**src/csq_pkg.sv**
```systemverilog
package csq_pkg;
    // Register byte offsets.
    localparam logic [7:0] A_CTRL = 8'h00;
    localparam logic [7:0] A_DATA = 8'h04;
    localparam logic [7:0] A_RXGO = 8'h08;
    localparam logic [7:0] A_STAT = 8'h0C;
    localparam logic [7:0] A_HOLD = 8'h10;
    localparam logic [7:0] A_SEQ  = 8'h14;
    localparam logic [7:0] A_CMD  = 8'h18;
    localparam logic [7:0] A_SLV  = 8'h1C;
    localparam logic [1:0] R_TXB  = 2'h1;
    localparam logic [1:0] R_RXB  = 2'h2;
    // Field positions.
    localparam int F_TIM  = 2;
    localparam int F_KIND = 8;
    localparam int F_TXP  = 12;
    localparam int F_RXP  = 16;
    localparam int F_SEL  = 2;
    // Values.
    localparam logic [7:0] DUMMY   = 8'hFF;
    localparam logic [7:0] CMD_STS = 8'h01;
    localparam logic [7:0] CMD_TX  = 8'h02;
    localparam logic [7:0] CMD_RX  = 8'h03;
    localparam logic [7:0] CMD_TRX = 8'h04;
    localparam logic [1:0] CSN_RST = 2'h3;
    // Timing.
    localparam int CLK_MHZ      = 200;
    localparam int BUSY_TMO_US  = 1000;
    localparam int BUSY_TMO_CYC = BUSY_TMO_US * CLK_MHZ;
    localparam int SCK_HALF     = 4;
    typedef enum logic [1:0] {M_OFF, M_TX, M_RX, M_TRX} csq_mode_t;
    typedef enum logic [1:0] {O_STS, O_TX, O_RX, O_TRX} csq_op_t;
    typedef enum logic [2:0] {H_SINGLE, H_RXNEXT, H_TXNEXT, H_TXEND, H_TRXNEXT, H_TRXEND} csq_hnd_t;
    typedef enum logic [2:0] {S_IDLE, S_SEL, S_CMD, S_ST1, S_ST2, S_XFER, S_DONE} csq_st_t;
endpackage
```
**src/csq_master_seq.sv**
```systemverilog
// Operation
// - Writing a transmit byte starts one character; pending count is 1 until done.
// - Single reception writes all-ones dummy byte so clocks run.
// - End of single character captures received byte and clears pending count.
// - Done reads set when pending count is zero, received byte then valid.
// - Continuous reception loads pending count; zero count refused and reported.
// - Continuous transmit or transmit/receive confirms transfer really started.
// - Continuous transmit of two or more uses buffer-empty timing and next handler.
// - Transmit/receive of two or more uses buffer-empty timing, storing and refilling.
// - Transmit/receive takes source, destination and one count; zero count refused.
// - Interrupt timing selectable between end of transfer and buffer empty.
// - Mode change stops channel, enables new mode, timing back to end.
// - Status command returns slave counts; timeout or invalid count flags error.
// - Transmit command sends exactly the count the slave can receive.
// - Receive command collects exactly the count the slave can transmit.
// - Transmit/receive command only when both slave counts are equal.
// - Single reception only in reception or transmit/receive mode.
// - Single transmission only in transmission or transmit/receive mode.
// - Characters are 8 bits, MSB first, clock idle high, sample on rising.
// - After chip select wait busy low; deselect on timeout.
// - Continuous reception decrements count and restarts with dummy while more remain.
// - Continuous transmit with one left switches to end timing, then clears count.
`timescale 1ns/1ps
`default_nettype none
module csq_master_seq
    import csq_pkg::*;
#(
    parameter int DEPTH   = 16,
    parameter int SCK_DIV = csq_pkg::SCK_HALF,
    parameter int TMO_CYC = csq_pkg::BUSY_TMO_CYC
) (
    // Clock and reset
    input  wire logic        pclk,
    input  wire logic        presetn,
    // APB slave
    input  wire logic        psel,
    input  wire logic        penable,
    input  wire logic        pwrite,
    input  wire logic [7:0]  paddr,
    input  wire logic [31:0] pwdata,
    output logic      [31:0] prdata,
    output logic             pready,
    output logic             pslverr,
    // Serial link
    output logic             sck,
    output logic             mosi,
    input  wire logic        miso,
    input  wire logic        busy,
    output logic      [1:0]  cs_n,
    output logic             transfer_irq
);
    import csq_pkg::*;
    localparam int AW = $clog2(DEPTH);

    logic [7:0] tbuf [DEPTH];
    logic [7:0] rbuf [DEPTH];
    logic miso_m, miso_s, busy_m, busy_s;
    // Engine state.
    logic [7:0] sh_q, sh_d, hold_q, hold_d, rx_q, rx_d, div_q, div_d;
    logic [2:0] bit_q, bit_d;
    logic run_q, run_d, hv_q, hv_d, sck_q, sck_d, mosi_q, mosi_d, rxr_q, rxr_d, irq_q, irq_d;
    logic emp_e, end_e, tick;
    // Control state.
    csq_mode_t mode_q, mode_d, newm, gk;
    csq_hnd_t  hnd_q, hnd_d;
    csq_st_t   st_q, st_d;
    csq_op_t   op_q, op_d;
    logic tim_q, tim_d, zero_q, zero_d, serr_q, serr_d, cerr_q, cerr_d, ill_q, ill_d;
    logic chk_q, chk_d, sel_q, sel_d;
    logic [7:0] cnt_q, cnt_d, holdrx_q, holdrx_d, gn, cur_tx, cur_rx;
    logic [15:0] slave_count_first_q, slave_count_first_d, slave_count_second_q, slave_count_second_d;
    logic [AW-1:0] txp_q, txp_d, rxp_q, rxp_d, gtp, grp;
    logic [31:0] tmo_q, tmo_d, rd;
    logic [1:0] csn_q, csn_d;
    logic ld, abort, rxclr, go, chmode, wr, rw_en, tw_en, bad;
    logic [7:0] ldb;

    // Pins from the slave cross into pclk through two flops each.
    always_ff @(posedge pclk or negedge presetn) begin
        if (!presetn) begin
            miso_m <= 1'b1;
            miso_s <= 1'b1;
            busy_m <= 1'b1;
            busy_s <= 1'b1;
        end else begin
            miso_m <= miso;
            miso_s <= miso_m;
            busy_m <= busy;
            busy_s <= busy_m;
        end
    end

    // Shift engine with one character of transmit buffering.
    always_comb begin
        sh_d   = sh_q;
        hold_d = hold_q;
        rx_d   = rx_q;
        bit_d  = bit_q;
        run_d  = run_q;
        hv_d   = hv_q;
        sck_d  = sck_q;
        mosi_d = mosi_q;
        rxr_d  = rxr_q & ~rxclr;
        emp_e  = 1'b0;
        end_e  = 1'b0;
        tick   = div_q == 8'(SCK_DIV - 1);
        div_d  = (run_q && !tick) ? div_q + 8'h01 : 8'h00;
        if (!run_q && hv_q) begin
            sh_d  = hold_q;
            hv_d  = 1'b0;
            run_d = 1'b1;
            bit_d = 3'h0;
            emp_e = 1'b1;
        end else if (run_q && tick) begin
            sck_d = ~sck_q;
            if (sck_q) begin
                mosi_d = sh_q[7];
            end else begin
                sh_d  = {sh_q[6:0], miso_s};
                bit_d = bit_q + 3'h1;
                if (bit_q == 3'h7) begin
                    rx_d  = {sh_q[6:0], miso_s};
                    rxr_d = 1'b1;
                    // Refill straight from the buffer so back-to-back characters keep the clock running.
                    if (hv_q) begin
                        sh_d  = hold_q;
                        hv_d  = 1'b0;
                        emp_e = 1'b1;
                    end else begin
                        run_d = 1'b0;
                        end_e = 1'b1;
                    end
                end
            end
        end
        if (abort) begin
            run_d = 1'b0;
            hv_d  = 1'b0;
            sck_d = 1'b1;
        end
        if (ld) begin
            hold_d = ldb;
            hv_d   = 1'b1;
        end
        irq_d = tim_q ? emp_e : end_e;
    end

    always_comb begin
        cur_tx = sel_q ? slave_count_second_q[15:8] : slave_count_first_q[15:8];
        cur_rx = sel_q ? slave_count_second_q[7:0] : slave_count_first_q[7:0];
        wr     = psel & penable & pwrite & pready;
        mode_d = mode_q; tim_d = tim_q; hnd_d = hnd_q; cnt_d = cnt_q; holdrx_d = holdrx_q;
        txp_d = txp_q; rxp_d = rxp_q; chk_d = 1'b0; st_d = st_q; op_d = op_q; sel_d = sel_q;
        csn_d = csn_q; tmo_d = tmo_q; zero_d = zero_q; serr_d = serr_q; cerr_d = cerr_q; ill_d = ill_q;
        slave_count_first_d = slave_count_first_q; slave_count_second_d = slave_count_second_q;
        ld = 1'b0; ldb = DUMMY; abort = 1'b0; rxclr = 1'b0; go = 1'b0; gk = M_TX; gn = 8'h00;
        gtp = txp_q; grp = rxp_q; newm = mode_q; rw_en = 1'b0; tw_en = 1'b0;
        // Software writes; while a slave command runs, channel writes are refused.
        if (wr && paddr == A_STAT) begin
            {zero_d, serr_d, cerr_d, ill_d} = 4'h0;
        end
        if (wr && paddr[7:6] == R_TXB) begin
            tw_en = 1'b1;
        end
        if (wr && st_q != S_IDLE && (paddr == A_CTRL || paddr == A_DATA || paddr == A_RXGO
                                     || paddr == A_SEQ || paddr == A_CMD)) begin
            ill_d = 1'b1;
        end else if (wr) begin
            case (paddr)
                A_CTRL: begin
                    newm  = csq_mode_t'(pwdata[1:0]);
                    tim_d = pwdata[F_TIM];
                end
                A_DATA: begin
                    if (mode_q == M_TX || mode_q == M_TRX) begin
                        ld = 1'b1; ldb = pwdata[7:0]; cnt_d = 8'h01; hnd_d = H_SINGLE;
                    end else begin
                        ill_d = 1'b1;
                    end
                end
                A_RXGO: begin
                    if (mode_q == M_RX || mode_q == M_TRX) begin
                        ld = 1'b1; ldb = DUMMY; cnt_d = 8'h01; hnd_d = H_SINGLE;
                    end else begin
                        ill_d = 1'b1;
                    end
                end
                A_SEQ: begin
                    go  = pwdata[F_KIND +: 2] != 2'h0;
                    ill_d = ill_q | ~go;
                    gk  = csq_mode_t'(pwdata[F_KIND +: 2]);
                    gn  = pwdata[7:0];
                    gtp = pwdata[F_TXP +: AW];
                    grp = pwdata[F_RXP +: AW];
                end
                A_CMD: begin
                    op_d  = csq_op_t'(pwdata[1:0]);
                    sel_d = pwdata[F_SEL];
                    csn_d = pwdata[F_SEL] ? 2'h1 : 2'h2;
                    tmo_d = 32'h0;
                    st_d  = S_SEL;
                end
                default: begin
                end
            endcase
        end
        // Interrupt dispatch to the handler of the running transfer.
        if (irq_q) begin
            case (hnd_q)
                H_SINGLE: begin
                    holdrx_d = rx_q; cnt_d = 8'h00; rxclr = 1'b1;
                end
                H_RXNEXT: begin
                    rw_en = 1'b1; rxp_d = rxp_q + AW'(1); cnt_d = cnt_q - 8'h01; rxclr = 1'b1;
                    if (cnt_q >= 8'h02) begin
                        ld = 1'b1; ldb = DUMMY;
                    end
                    if (cnt_q <= 8'h02) begin
                        tim_d = 1'b0;
                    end
                end
                H_TXNEXT, H_TRXNEXT: begin
                    if (hnd_q == H_TRXNEXT && rxr_q) begin
                        rw_en = 1'b1; rxp_d = rxp_q + AW'(1); rxclr = 1'b1;
                    end
                    if (cnt_q == 8'h01) begin
                        tim_d = 1'b0;
                        hnd_d = (hnd_q == H_TXNEXT) ? H_TXEND : H_TRXEND;
                    end else begin
                        cnt_d = cnt_q - 8'h01; ld = 1'b1; ldb = tbuf[txp_q]; txp_d = txp_q + AW'(1);
                    end
                end
                H_TRXEND: begin
                    rw_en = 1'b1; rxp_d = rxp_q + AW'(1); rxclr = 1'b1; cnt_d = 8'h00;
                end
                default: begin
                    cnt_d = 8'h00;
                end
            endcase
        end
        // Slave command sequencer.
        case (st_q)
            S_SEL: begin
                if (!busy_s) begin
                    newm = M_TRX; ld = 1'b1; cnt_d = 8'h01; hnd_d = H_SINGLE; st_d = S_CMD;
                    case (op_q)
                        O_STS:   ldb = CMD_STS;
                        O_TX:    ldb = CMD_TX;
                        O_RX:    ldb = CMD_RX;
                        default: ldb = CMD_TRX;
                    endcase
                end else if (tmo_q == 32'(TMO_CYC - 1)) begin
                    csn_d = CSN_RST; cerr_d = 1'b1; st_d = S_IDLE;
                end else begin
                    tmo_d = tmo_q + 32'h1;
                end
            end
            S_CMD: begin
                if (cnt_q == 8'h00) begin
                    st_d = S_XFER;
                    case (op_q)
                        O_STS: begin
                            ld = 1'b1; cnt_d = 8'h01; st_d = S_ST1;
                        end
                        O_TX: begin
                            go = 1'b1; gk = M_TX; gn = cur_rx;
                        end
                        O_RX: begin
                            go = 1'b1; gk = M_RX; gn = cur_tx;
                        end
                        default: begin
                            if (cur_tx == cur_rx) begin
                                go = 1'b1; gk = M_TRX; gn = cur_tx;
                            end else begin
                                cerr_d = 1'b1; st_d = S_DONE;
                            end
                        end
                    endcase
                end
            end
            S_ST1: begin
                if (cnt_q == 8'h00) begin
                    ld = 1'b1; cnt_d = 8'h01; st_d = S_ST2;
                    if (sel_q) slave_count_second_d[15:8] = holdrx_q;
                    else slave_count_first_d[15:8] = holdrx_q;
                end
            end
            S_ST2: begin
                if (cnt_q == 8'h00) begin
                    st_d = S_DONE;
                    if (sel_q) slave_count_second_d[7:0] = holdrx_q;
                    else slave_count_first_d[7:0] = holdrx_q;
                    if (holdrx_q > 8'(DEPTH) || cur_tx > 8'(DEPTH)) begin
                        cerr_d = 1'b1;
                    end
                end
            end
            S_XFER: begin
                if (cnt_q == 8'h00) st_d = S_DONE;
            end
            S_DONE: begin
                csn_d = CSN_RST; st_d = S_IDLE;
            end
            default: begin
            end
        endcase
        // Continuous start, shared by software and the sequencer.
        if (go) begin
            if (gn == 8'h00) begin
                zero_d = 1'b1;
            end else begin
                // A received flag left over from a transmit-only run would otherwise store a stale byte.
                newm = gk; cnt_d = gn; rxp_d = grp; txp_d = gtp; ld = 1'b1; rxclr = 1'b1;
                if (gk == M_RX) begin
                    ldb = DUMMY; hnd_d = H_RXNEXT;
                end else begin
                    ldb = tbuf[gtp]; txp_d = gtp + AW'(1); chk_d = 1'b1;
                    hnd_d = (gn >= 8'h02) ? ((gk == M_TX) ? H_TXNEXT : H_TRXNEXT)
                                          : ((gk == M_TX) ? H_TXEND : H_TRXEND);
                end
            end
        end
        chmode = newm != mode_q;
        if (chmode) begin
            abort = 1'b1; mode_d = newm; tim_d = 1'b0;
        end
        if (go && gn >= 8'h02 && gk != M_RX) tim_d = 1'b1;
        if (chk_q && !(run_q || hv_q)) serr_d = 1'b1;
    end

    // Read mux; data and error are registered in the setup phase.
    always_comb begin
        bad = 1'b0;
        case (paddr)
            A_CTRL:  rd = {29'h0, tim_q, mode_q};
            A_STAT:  rd = {17'h0, st_q != S_IDLE, ill_q, cerr_q, serr_q, zero_q, run_q | hv_q,
                           cnt_q == 8'h00, cnt_q};
            A_HOLD:  rd = {24'h0, holdrx_q};
            A_SLV:   rd = {slave_count_second_q, slave_count_first_q};
            A_DATA, A_RXGO, A_SEQ, A_CMD: rd = 32'h0;
            default: begin
                rd  = 32'h0;
                bad = 1'b1;
                if (paddr[7:6] == R_TXB && paddr[1:0] == 2'h0 && {1'b0, paddr[5:2]} < 5'(DEPTH)) begin
                    rd = {24'h0, tbuf[paddr[2 +: AW]]}; bad = 1'b0;
                end
                if (paddr[7:6] == R_RXB && paddr[1:0] == 2'h0 && {1'b0, paddr[5:2]} < 5'(DEPTH)) begin
                    rd = {24'h0, rbuf[paddr[2 +: AW]]}; bad = 1'b0;
                end
            end
        endcase
    end

    always_ff @(posedge pclk) begin
        if (tw_en) tbuf[paddr[2 +: AW]] <= pwdata[7:0];
        if (rw_en) rbuf[rxp_q] <= rx_q;
    end

    always_ff @(posedge pclk or negedge presetn) begin
        if (!presetn) begin
            sh_q <= 8'h00; hold_q <= 8'h00; rx_q <= 8'h00; div_q <= 8'h00; bit_q <= 3'h0;
            run_q <= 1'b0; hv_q <= 1'b0; sck_q <= 1'b1; mosi_q <= 1'b1; rxr_q <= 1'b0; irq_q <= 1'b0;
            mode_q <= M_OFF; tim_q <= 1'b0; hnd_q <= H_SINGLE; cnt_q <= 8'h00; holdrx_q <= 8'h00;
            txp_q <= '0; rxp_q <= '0; chk_q <= 1'b0; st_q <= S_IDLE; op_q <= O_STS; sel_q <= 1'b0;
            csn_q <= CSN_RST; tmo_q <= 32'h0; zero_q <= 1'b0; serr_q <= 1'b0; cerr_q <= 1'b0;
            ill_q <= 1'b0; slave_count_first_q <= 16'h0; slave_count_second_q <= 16'h0;
            prdata <= 32'h0; pready <= 1'b0; pslverr <= 1'b0;
        end else begin
            sh_q <= sh_d; hold_q <= hold_d; rx_q <= rx_d; div_q <= div_d; bit_q <= bit_d;
            run_q <= run_d; hv_q <= hv_d; sck_q <= sck_d; mosi_q <= mosi_d; rxr_q <= rxr_d; irq_q <= irq_d;
            mode_q <= mode_d; tim_q <= tim_d; hnd_q <= hnd_d; cnt_q <= cnt_d; holdrx_q <= holdrx_d;
            txp_q <= txp_d; rxp_q <= rxp_d; chk_q <= chk_d; st_q <= st_d; op_q <= op_d; sel_q <= sel_d;
            csn_q <= csn_d; tmo_q <= tmo_d; zero_q <= zero_d; serr_q <= serr_d; cerr_q <= cerr_d;
            ill_q <= ill_d; slave_count_first_q <= slave_count_first_d;
            slave_count_second_q <= slave_count_second_d;
            pready  <= psel & ~penable;
            prdata  <= (psel & ~penable) ? rd : prdata;
            pslverr <= psel & ~penable & bad;
        end
    end

    assign sck          = sck_q;
    assign mosi         = mosi_q;
    assign cs_n         = csn_q;
    assign transfer_irq = irq_q;
endmodule
`default_nettype wire

```
**config.mk**
```make
export PLATFORM = sky130hd
export DESIGN_NAME = csq_master_seq
export DESIGN_NICKNAME = d
export VERILOG_FILES = /design/src/csq_pkg.sv /design/src/csq_master_seq.sv
export SDC_FILE = /design/constraint.sdc
export NUM_CORES = 1
export LEC_CHECK = 0
export ABC_AREA = 0
export CAP_MARGIN = 20
export CORE_UTILIZATION = 53
export CTS_BUF_LIST = sky130_fd_sc_hd__clkbuf_16
export DETAILED_ROUTE_END_ITERATION = 10
export DONT_BUFFER_PORTS = 1
export MAX_ROUTING_LAYER = met4
export PLACE_DENSITY = 0.79
export SYNTH_ARGS = -nofsm -noshare
export SYNTH_HDL_FRONTEND = slang
export SYNTH_SLANG_ARGS = --single-unit
```
**constraint.sdc**
```tcl
create_clock -name pclk -period 3.72 [get_ports pclk]
set_input_delay 0.558 -clock pclk [delete_from_list [all_inputs] [get_ports pclk]]
set_output_delay 0.558 -clock pclk [all_outputs]
set_load 0.01 [all_outputs]
```
---- After elaboration in Yosys (flattened, before gate mapping) ----
Memory sizes are Yosys's and may differ from the RTL's.
Cells that the tools add are included.
operators by class
  shifts and indexed selects .............. 0
  add/sub/neg operators ................... 7
  reductions and logical operators ........ 60
  divide/modulo/power cells ............... 0
  equality and inequality tests ........... 41
  multiplexer cells ....................... 223
  order comparisons ....................... 5
  bitwise operators ....................... 15
  multipliers ............................. 0
operator list
  cell                                                                             number
  8-bit 2-to-1 mux                                                                 39
  32-bit 2-to-1 mux                                                                7
  32-bit case mux with 5 select lines                                              1
  1-bit 2-to-1 mux                                                                 92
  3-bit 2-to-1 mux                                                                 27
  4-bit 2-to-1 mux                                                                 16
  8-bit case mux with 2 select lines                                               3
  8-bit case mux with 3 select lines                                               2
  2-bit 2-to-1 mux                                                                 20
  32-bit by 1-bit adder with 32-bit output, second input constant                  1
  32-bit by 18-bit == test with 1-bit output, second input constant                1
  8-bit by 5-bit == test with 1-bit output, second input constant                  4
  8-bit zero test                                                                  3
  3-bit AND reduction                                                              8
  3-bit == test, second input constant                                             6
  8-bit by 4-bit == test with 1-bit output, second input constant                  2
  8-bit by 2-bit >= comparator with 1-bit output, second input constant            2
  8-bit by 5-bit greater-than comparator with 1-bit output, second input constant  2
  3-bit case mux with 5 select lines                                               1
  1-bit logical AND                                                                13
  4-bit by 1-bit adder with 4-bit output, second input constant                    3
  3-bit by 1-bit != test with 1-bit output, second input constant                  4
  1-bit case mux with 2 select lines                                               6
  3-bit case mux with 2 select lines                                               2
  38 further kinds                                                                 86
storage, ports and cells
  input port bits ......................... 47
  RAM bits ................................ 256
  memories kept ........................... 2
  register bits ........................... 186
  bits in latches ......................... 0
  bits in read-only memories .............. 0
memory list
  name  words  width  rd ports  clocked after memory_dff  write ports  RTL line              RTL
  rbuf  16     8      1         0                         1            csq_master_seq.sv:56  logic [7:0] rbuf [DEPTH];
  tbuf  16     8      3         0                         1            csq_master_seq.sv:55  logic [7:0] tbuf [DEPTH];

---- Logic depth before layout (Yosys ltp) ----
  word-level depth ........................ 20
  depth in mapped cells ................... 15
  gate-level depth less buffers ........... 13

---- Worst setup path before layout ----
No wires, ideal clock.
  kind .................................... reg-to-reg
  from .................................... reg cnt_q[1]
  to ...................................... reg txp_q[3]
  data arrival time ....................... 3321 ps
  required time ........................... 3585 ps
  setup time .............................. 135 ps
  clock period less this slack ............ 3456 ps
  stages on the path, launching flop included .. 16
  path slack .............................. 264 ps
  path buffers ............................ 2
  path through ............................ dfrtp_1 inv_1 ha_1 nor3b_1 nand4_1 nor4_2 a211oi_1 inv_1 ha_1 clkbuf_1 or2_2 clkbuf_1 nor3_1 xnor2_1 nor2_1 a21oi_1
between the ends
  word-level cells in the longest chain between the ends .. 7
  elaborated cells between the ends (all ways) .. 16
  those cells by class .................... 2 x eq/ne; 12 x mux; 2 x reduce/logical
ends and longest elaborated chain
  item                    RTL line               RTL
  from (decl)             csq_master_seq.sv:70   logic [7:0] cnt_q, cnt_d, holdrx_q, holdrx_d, gn, cur_tx, cur_rx;
  from (signal assigned)  csq_master_seq.sv:371  mode_q <= mode_d; tim_q <= tim_d; hnd_q <= hnd_d; cnt_q <= cnt_d; holdrx_q <= holdrx_d;
  8-bit zero test         csq_master_seq.sv:259  if (cnt_q == 8'h00) begin
  2-bit 2-to-1 mux        csq_master_seq.sv:259
  2-bit 2-to-1 mux        csq_master_seq.sv:242  case (st_q)
  2-bit == test           csq_master_seq.sv:314  if (gk == M_RX) begin
  4-bit 2-to-1 mux        csq_master_seq.sv:314
  4-bit 2-to-1 mux        csq_master_seq.sv:309  if (gn == 8'h00) begin
  4-bit 2-to-1 mux *      csq_master_seq.sv:308  if (go) begin
  via txp_d[3]            csq_master_seq.sv:72   logic [AW-1:0] txp_q, txp_d, rxp_q, rxp_d, gtp, grp;
  to (signal assigned)    csq_master_seq.sv:372  txp_q <= txp_d; rxp_q <= rxp_d; chk_q <= chk_d; st_q <= st_d; op_q <= op_d; sel_q <= sel_d;
  to (decl)               csq_master_seq.sv:72
Mark *: on every way through the listed nets, which the timed path passes. The rest lies on a longest branch.
A chain may end at the register's enable or synchronous reset.

---- Worst setup path after layout ----
  from .................................... reg sel_q
  to ...................................... reg hold_q[7]
between the ends
  word-level cells in the longest chain between the ends .. 10
  elaborated cells between the ends (all ways) .. 22
  those cells by class .................... 2 x eq/ne; 19 x mux; 1 x reduce/logical
ends and longest elaborated chain
  item                                        RTL line                                      RTL
  from (decl)                                 csq_master_seq.sv:69                          logic chk_q, chk_d, sel_q, sel_d;
  from (signal assigned)                      csq_master_seq.sv:372
  8-bit 2-to-1 mux, on equally long branches  csq_master_seq.sv:149, csq_master_seq.sv:150
  8-bit == test                               csq_master_seq.sv:272                         if (cur_tx == cur_rx) begin
  2-bit 2-to-1 mux                            csq_master_seq.sv:272
  2-bit case mux with 3 select lines          csq_master_seq.sv:261                         case (op_q)
  2-bit 2-to-1 mux                            csq_master_seq.sv:259
  2-bit 2-to-1 mux                            csq_master_seq.sv:242
  2-bit == test                               csq_master_seq.sv:314
  8-bit 2-to-1 mux                            csq_master_seq.sv:314
  8-bit 2-to-1 mux                            csq_master_seq.sv:309
  8-bit 2-to-1 mux                            csq_master_seq.sv:308
  to (signal assigned)                        csq_master_seq.sv:361                         sh_q <= 8'h00; hold_q <= 8'h00; rx_q <= 8'h00; div_q <= 8'h00; bit_q <= 3'h0;
  to (signal assigned)                        csq_master_seq.sv:369                         sh_q <= sh_d; hold_q <= hold_d; rx_q <= rx_d; div_q <= div_d; bit_q <= bit_d;
  to (decl)                                   csq_master_seq.sv:59                          logic [7:0] sh_q, sh_d, hold_q, hold_d, rx_q, rx_d, div_q, div_d;
Several ways; a longest one is shown, not always the timed one.

==> flow_summary_export.csv <==
group,metric,value,unit
run_status,status,"complete, but fails checks",
run_status,violations,"negative hold slack",
timing,slew_viol_final,0,
finish,nNetsFinal,1780,
floorplanning,die_w,206.0,µm
placement,place_congestion,0.9663,
logic_synthesis,ys_types,75,
critical_path,crit_chain,"mux2_2, a221oi_1, or3b_1, nor3_1, or4_1, o31ai_4, buf_4, o2111ai_1, o21ai_1",
timing,timing.hold.ws,-0.3467,ns
finish,drive_gt1_share,21.60,%
finish,layout_common_cells,"edfxtp_1 (256), dfrtp_1 (177), nand2_1 (148), mux4_2 (120), nor2_1 (111)",
logic_synthesis,synth-seq-cells,442,
placement,pre_cts_ws,-0.03952,ns
placement,dp_hpwl,41.19,mm
timing,skew,0.02852,ns
flow_run,cap_viol_max_count,0,
clock_network,clkTransAtPathRegs,0.06,ns
clock_network,cts_buffers,47,
floorplanning,initial_core_util,53.90,%
finish,fin_cells,2284,
finish,final_common_cell,"edfxtp_1",
routing,final_antenna_net_count,0,
routing,avgRoutedWirePerCell,26.38,µm
floorplanning,core-area,40920,µm²
critical_path,cp.required,4.23,ns
placement,place_area,23020,µm²
floorplanning,dieHeight,206.0,µm
logic_synthesis,synth_cells,1673,
routing,first_pass_iters,5,
timing,min_period,3.629,ns
clock_network,clk_latency,0.61,ns
power,power_density,499.6,nW/µm²
global_routing,grt_pass1_vias,15110,
clock_network,ctsHoldBuffers,2,
min_path,hp-class,"in2async",
power,vdd_ir_drop_max,303.2,µV
timing,setup_slack,0.09055,ns
global_routing,antenna_found_initial,1,
routing,via_count,15370,
routing,drc_errors,0,
global_routing,grt_usage,29.91,%
timing,setup_viol,0,
placement,port_buffers,0,
timing,max_freq,0.2755,GHz
floorplanning,std_cell_rows,74,
timing,tightest_slew,1.040,ns
clock_network,cts.sinks,442,
logic_synthesis,synth_top_area_share,34.85,%
logic_synthesis,syn_area,22060,µm²
logic_synthesis,synth_top_cell_by_area,"edfxtp_1",
critical_path,arrival,4.14,ns
critical_path,slowest_delay,0.64,ns
critical_path,start_kind,"register",
global_routing,grt.overflow.total,0,
logic_synthesis,async_reset_ff_share,42.08,%
logic_synthesis,yosys_warnings,0,
floorplanning,io_pins,86,
logic_synthesis,ys.flop_type,"edfxtp_1",
critical_path,critPathMaxFanout,25,
global_routing,grt_start_max_net_pins,187,
finish,area_delta_synth_final,11.45,%
logic_synthesis,syn_area_per_cell,13.18,µm²
timing,timing.final.crit_share,97.57,%
clock_network,htreeDepth,2,
global_routing,grt_pass1_wl,91.36,mm
routing,routed_wl,60.25,mm
critical_path,cp-end-kind,"register",
power,p_leak,9.417,nW
floorplanning,die_area,42440,µm²
clock_network,cts_tree,"built",
critical_path,cpMaxStageDelayCell,"or4_1",
placement,place_inst,2192,
logic_synthesis,yosysSeqAreaShare,56.00,%
clock_network,cts_root_buf,"clkbuf_16",
timing,slew_headroom,29.70,%
logic_synthesis,yosys-top-cells-area,"edfxtp_1 (35%), dfrtp_1 (20%), mux4_2 (12%), mux2_2 (3.9%), nand2_1 (2.5%)",
timing,rsz0062_at_grt,"no",
routing,drt-vias-per-instance,6.731,
critical_path,critical_path_class,"reg2reg",
timing,hold_viol,186,
finish,fin_area,24580,µm²
logic_synthesis,synth-edff-count,256,
finish,utilization,60.07,%
routing,first_iter_violations,1819,
logic_synthesis,syn_nets,1740,
clock_network,clockBufferDepth,3,
==> power breakdown <==
group	internal [mW]	total [mW]	switching, mW	leakage [nW]
Combinational	0.904	1.82	0.920	3.99
Clock	2.53	4.51	1.99	0.756
Sequential	5.54	5.94	0.406	4.67
Total	8.97	12.3	3.31	9.42
==> worst paths after layout <==
path	start	end	slack, ns	cells after the start
min	presetn	prdata[27]	-0.35	0
max	sel_q	hold_q[7]	0.09	9
min in group pclk	pwdata[1]	tbuf[2][1]	0.05	0
max reg2reg	sel_q	hold_q[7]	0.09	9
min reg2reg	busy_m	busy_s	0.36	0
max in group asynchronous	presetn	busy_m	3.80	0
==> logic make-up after synthesis <==
family	count (synthesis)	share of synthesized area (%)
AOI/OAI and AO/OA	301	9.394
DFF	442	56.00
and+or+nand+nor	501	11.10
xor gates and xnor gates	38	1.509
adders and majority gates	20	1.134
muxes	249	18.62
buffers and inverters	122	2.241
==> flip-flops by register name (all words and copies together) (netlist names), 4 cells and up <==
signal	flops
cnt_q	8
div_q	8
hold_q	8
holdrx_q	8
prdata	32
rbuf	128
rx_q	8
rxp_q	4
sh_q	8
slave_count_first_q	16
slave_count_second_q	16
tbuf	128
tmo_q	32
txp_q	4
==> worst max-delay path, delay by kind of cell, from the launching register on <==
family	cells	cell delay, ns
AOI/OAI and AO/OA	4	1.29
buffers and inverters	1	0.40
DFF	1	0.54
muxes	1	0.42
and+or+nand+nor	3	0.88
==> area by class of cell <==
class,count,area [µm²]
Timing Repair Buffer,85,721.9
Sequential cell,442,12350
Clock buffer,47,1176
Inverter,28,105.1
Multi-Input combinational cell,1109,9239
Clock inverter,39,316.6
Tap cell,532,665.6
Fill cell,3130,16340
Antenna cell,2,5.005
==> Yosys cell counts, drive strengths merged, types with 6 or more instances <==
library cell and instances:
nor4 19, nor2b 34, o31ai 20, nand4 10, nor2 112, and3 23, a22oi 16, dfstp 8
buf 35, a221oi 15, nand3 53, a21oi 40, and2 19, dfrtp 178, a211oi 26, or4 8
o22ai 14, inv 26, o2111ai 7, a41oi 6, xor2 30, nor3 27, nand2b 10, or2 7
xnor2 8, o221ai 11, edfxtp 256, o21ai 73, or3 13, nand2 148, mux2 81, mux2i 48
o211ai 15, a31oi 12, clkbuf 59, a22o 13, ha 20, mux4 120
==> metal layers <==
metal / vias to the layer above / GRT usage, % / share of wire [%]
met5: - / - / 0
met1: 7749 / 38.21 / 38
met2: 876 / 47.18 / 48
met4: 0 / 13.21 / 4.6
met3: 166 / 5.093 / 8.9
li1: 6583 / - / -
==> repair_timing <==
item                       CTS  global route
hold endpoints to repair   188           186
setup buffers                0             0
resized for setup            0             2
setup endpoints to repair    0             6
==> per-stage QoR <==
stage	total power [mW]	setup TNS, ns	hold slack [ns]
after floorplan	7.195	0	0.2624
after global placement	7.715	-0.1638	0.2670
after detailed placement	7.796	-0.08738	0.2683
after CTS	12.29	0	-0.3722
after global routing	12.65	0	-0.3594
final	12.28	0	-0.3467
Note: power is estimated with default switching activity, not from simulation.
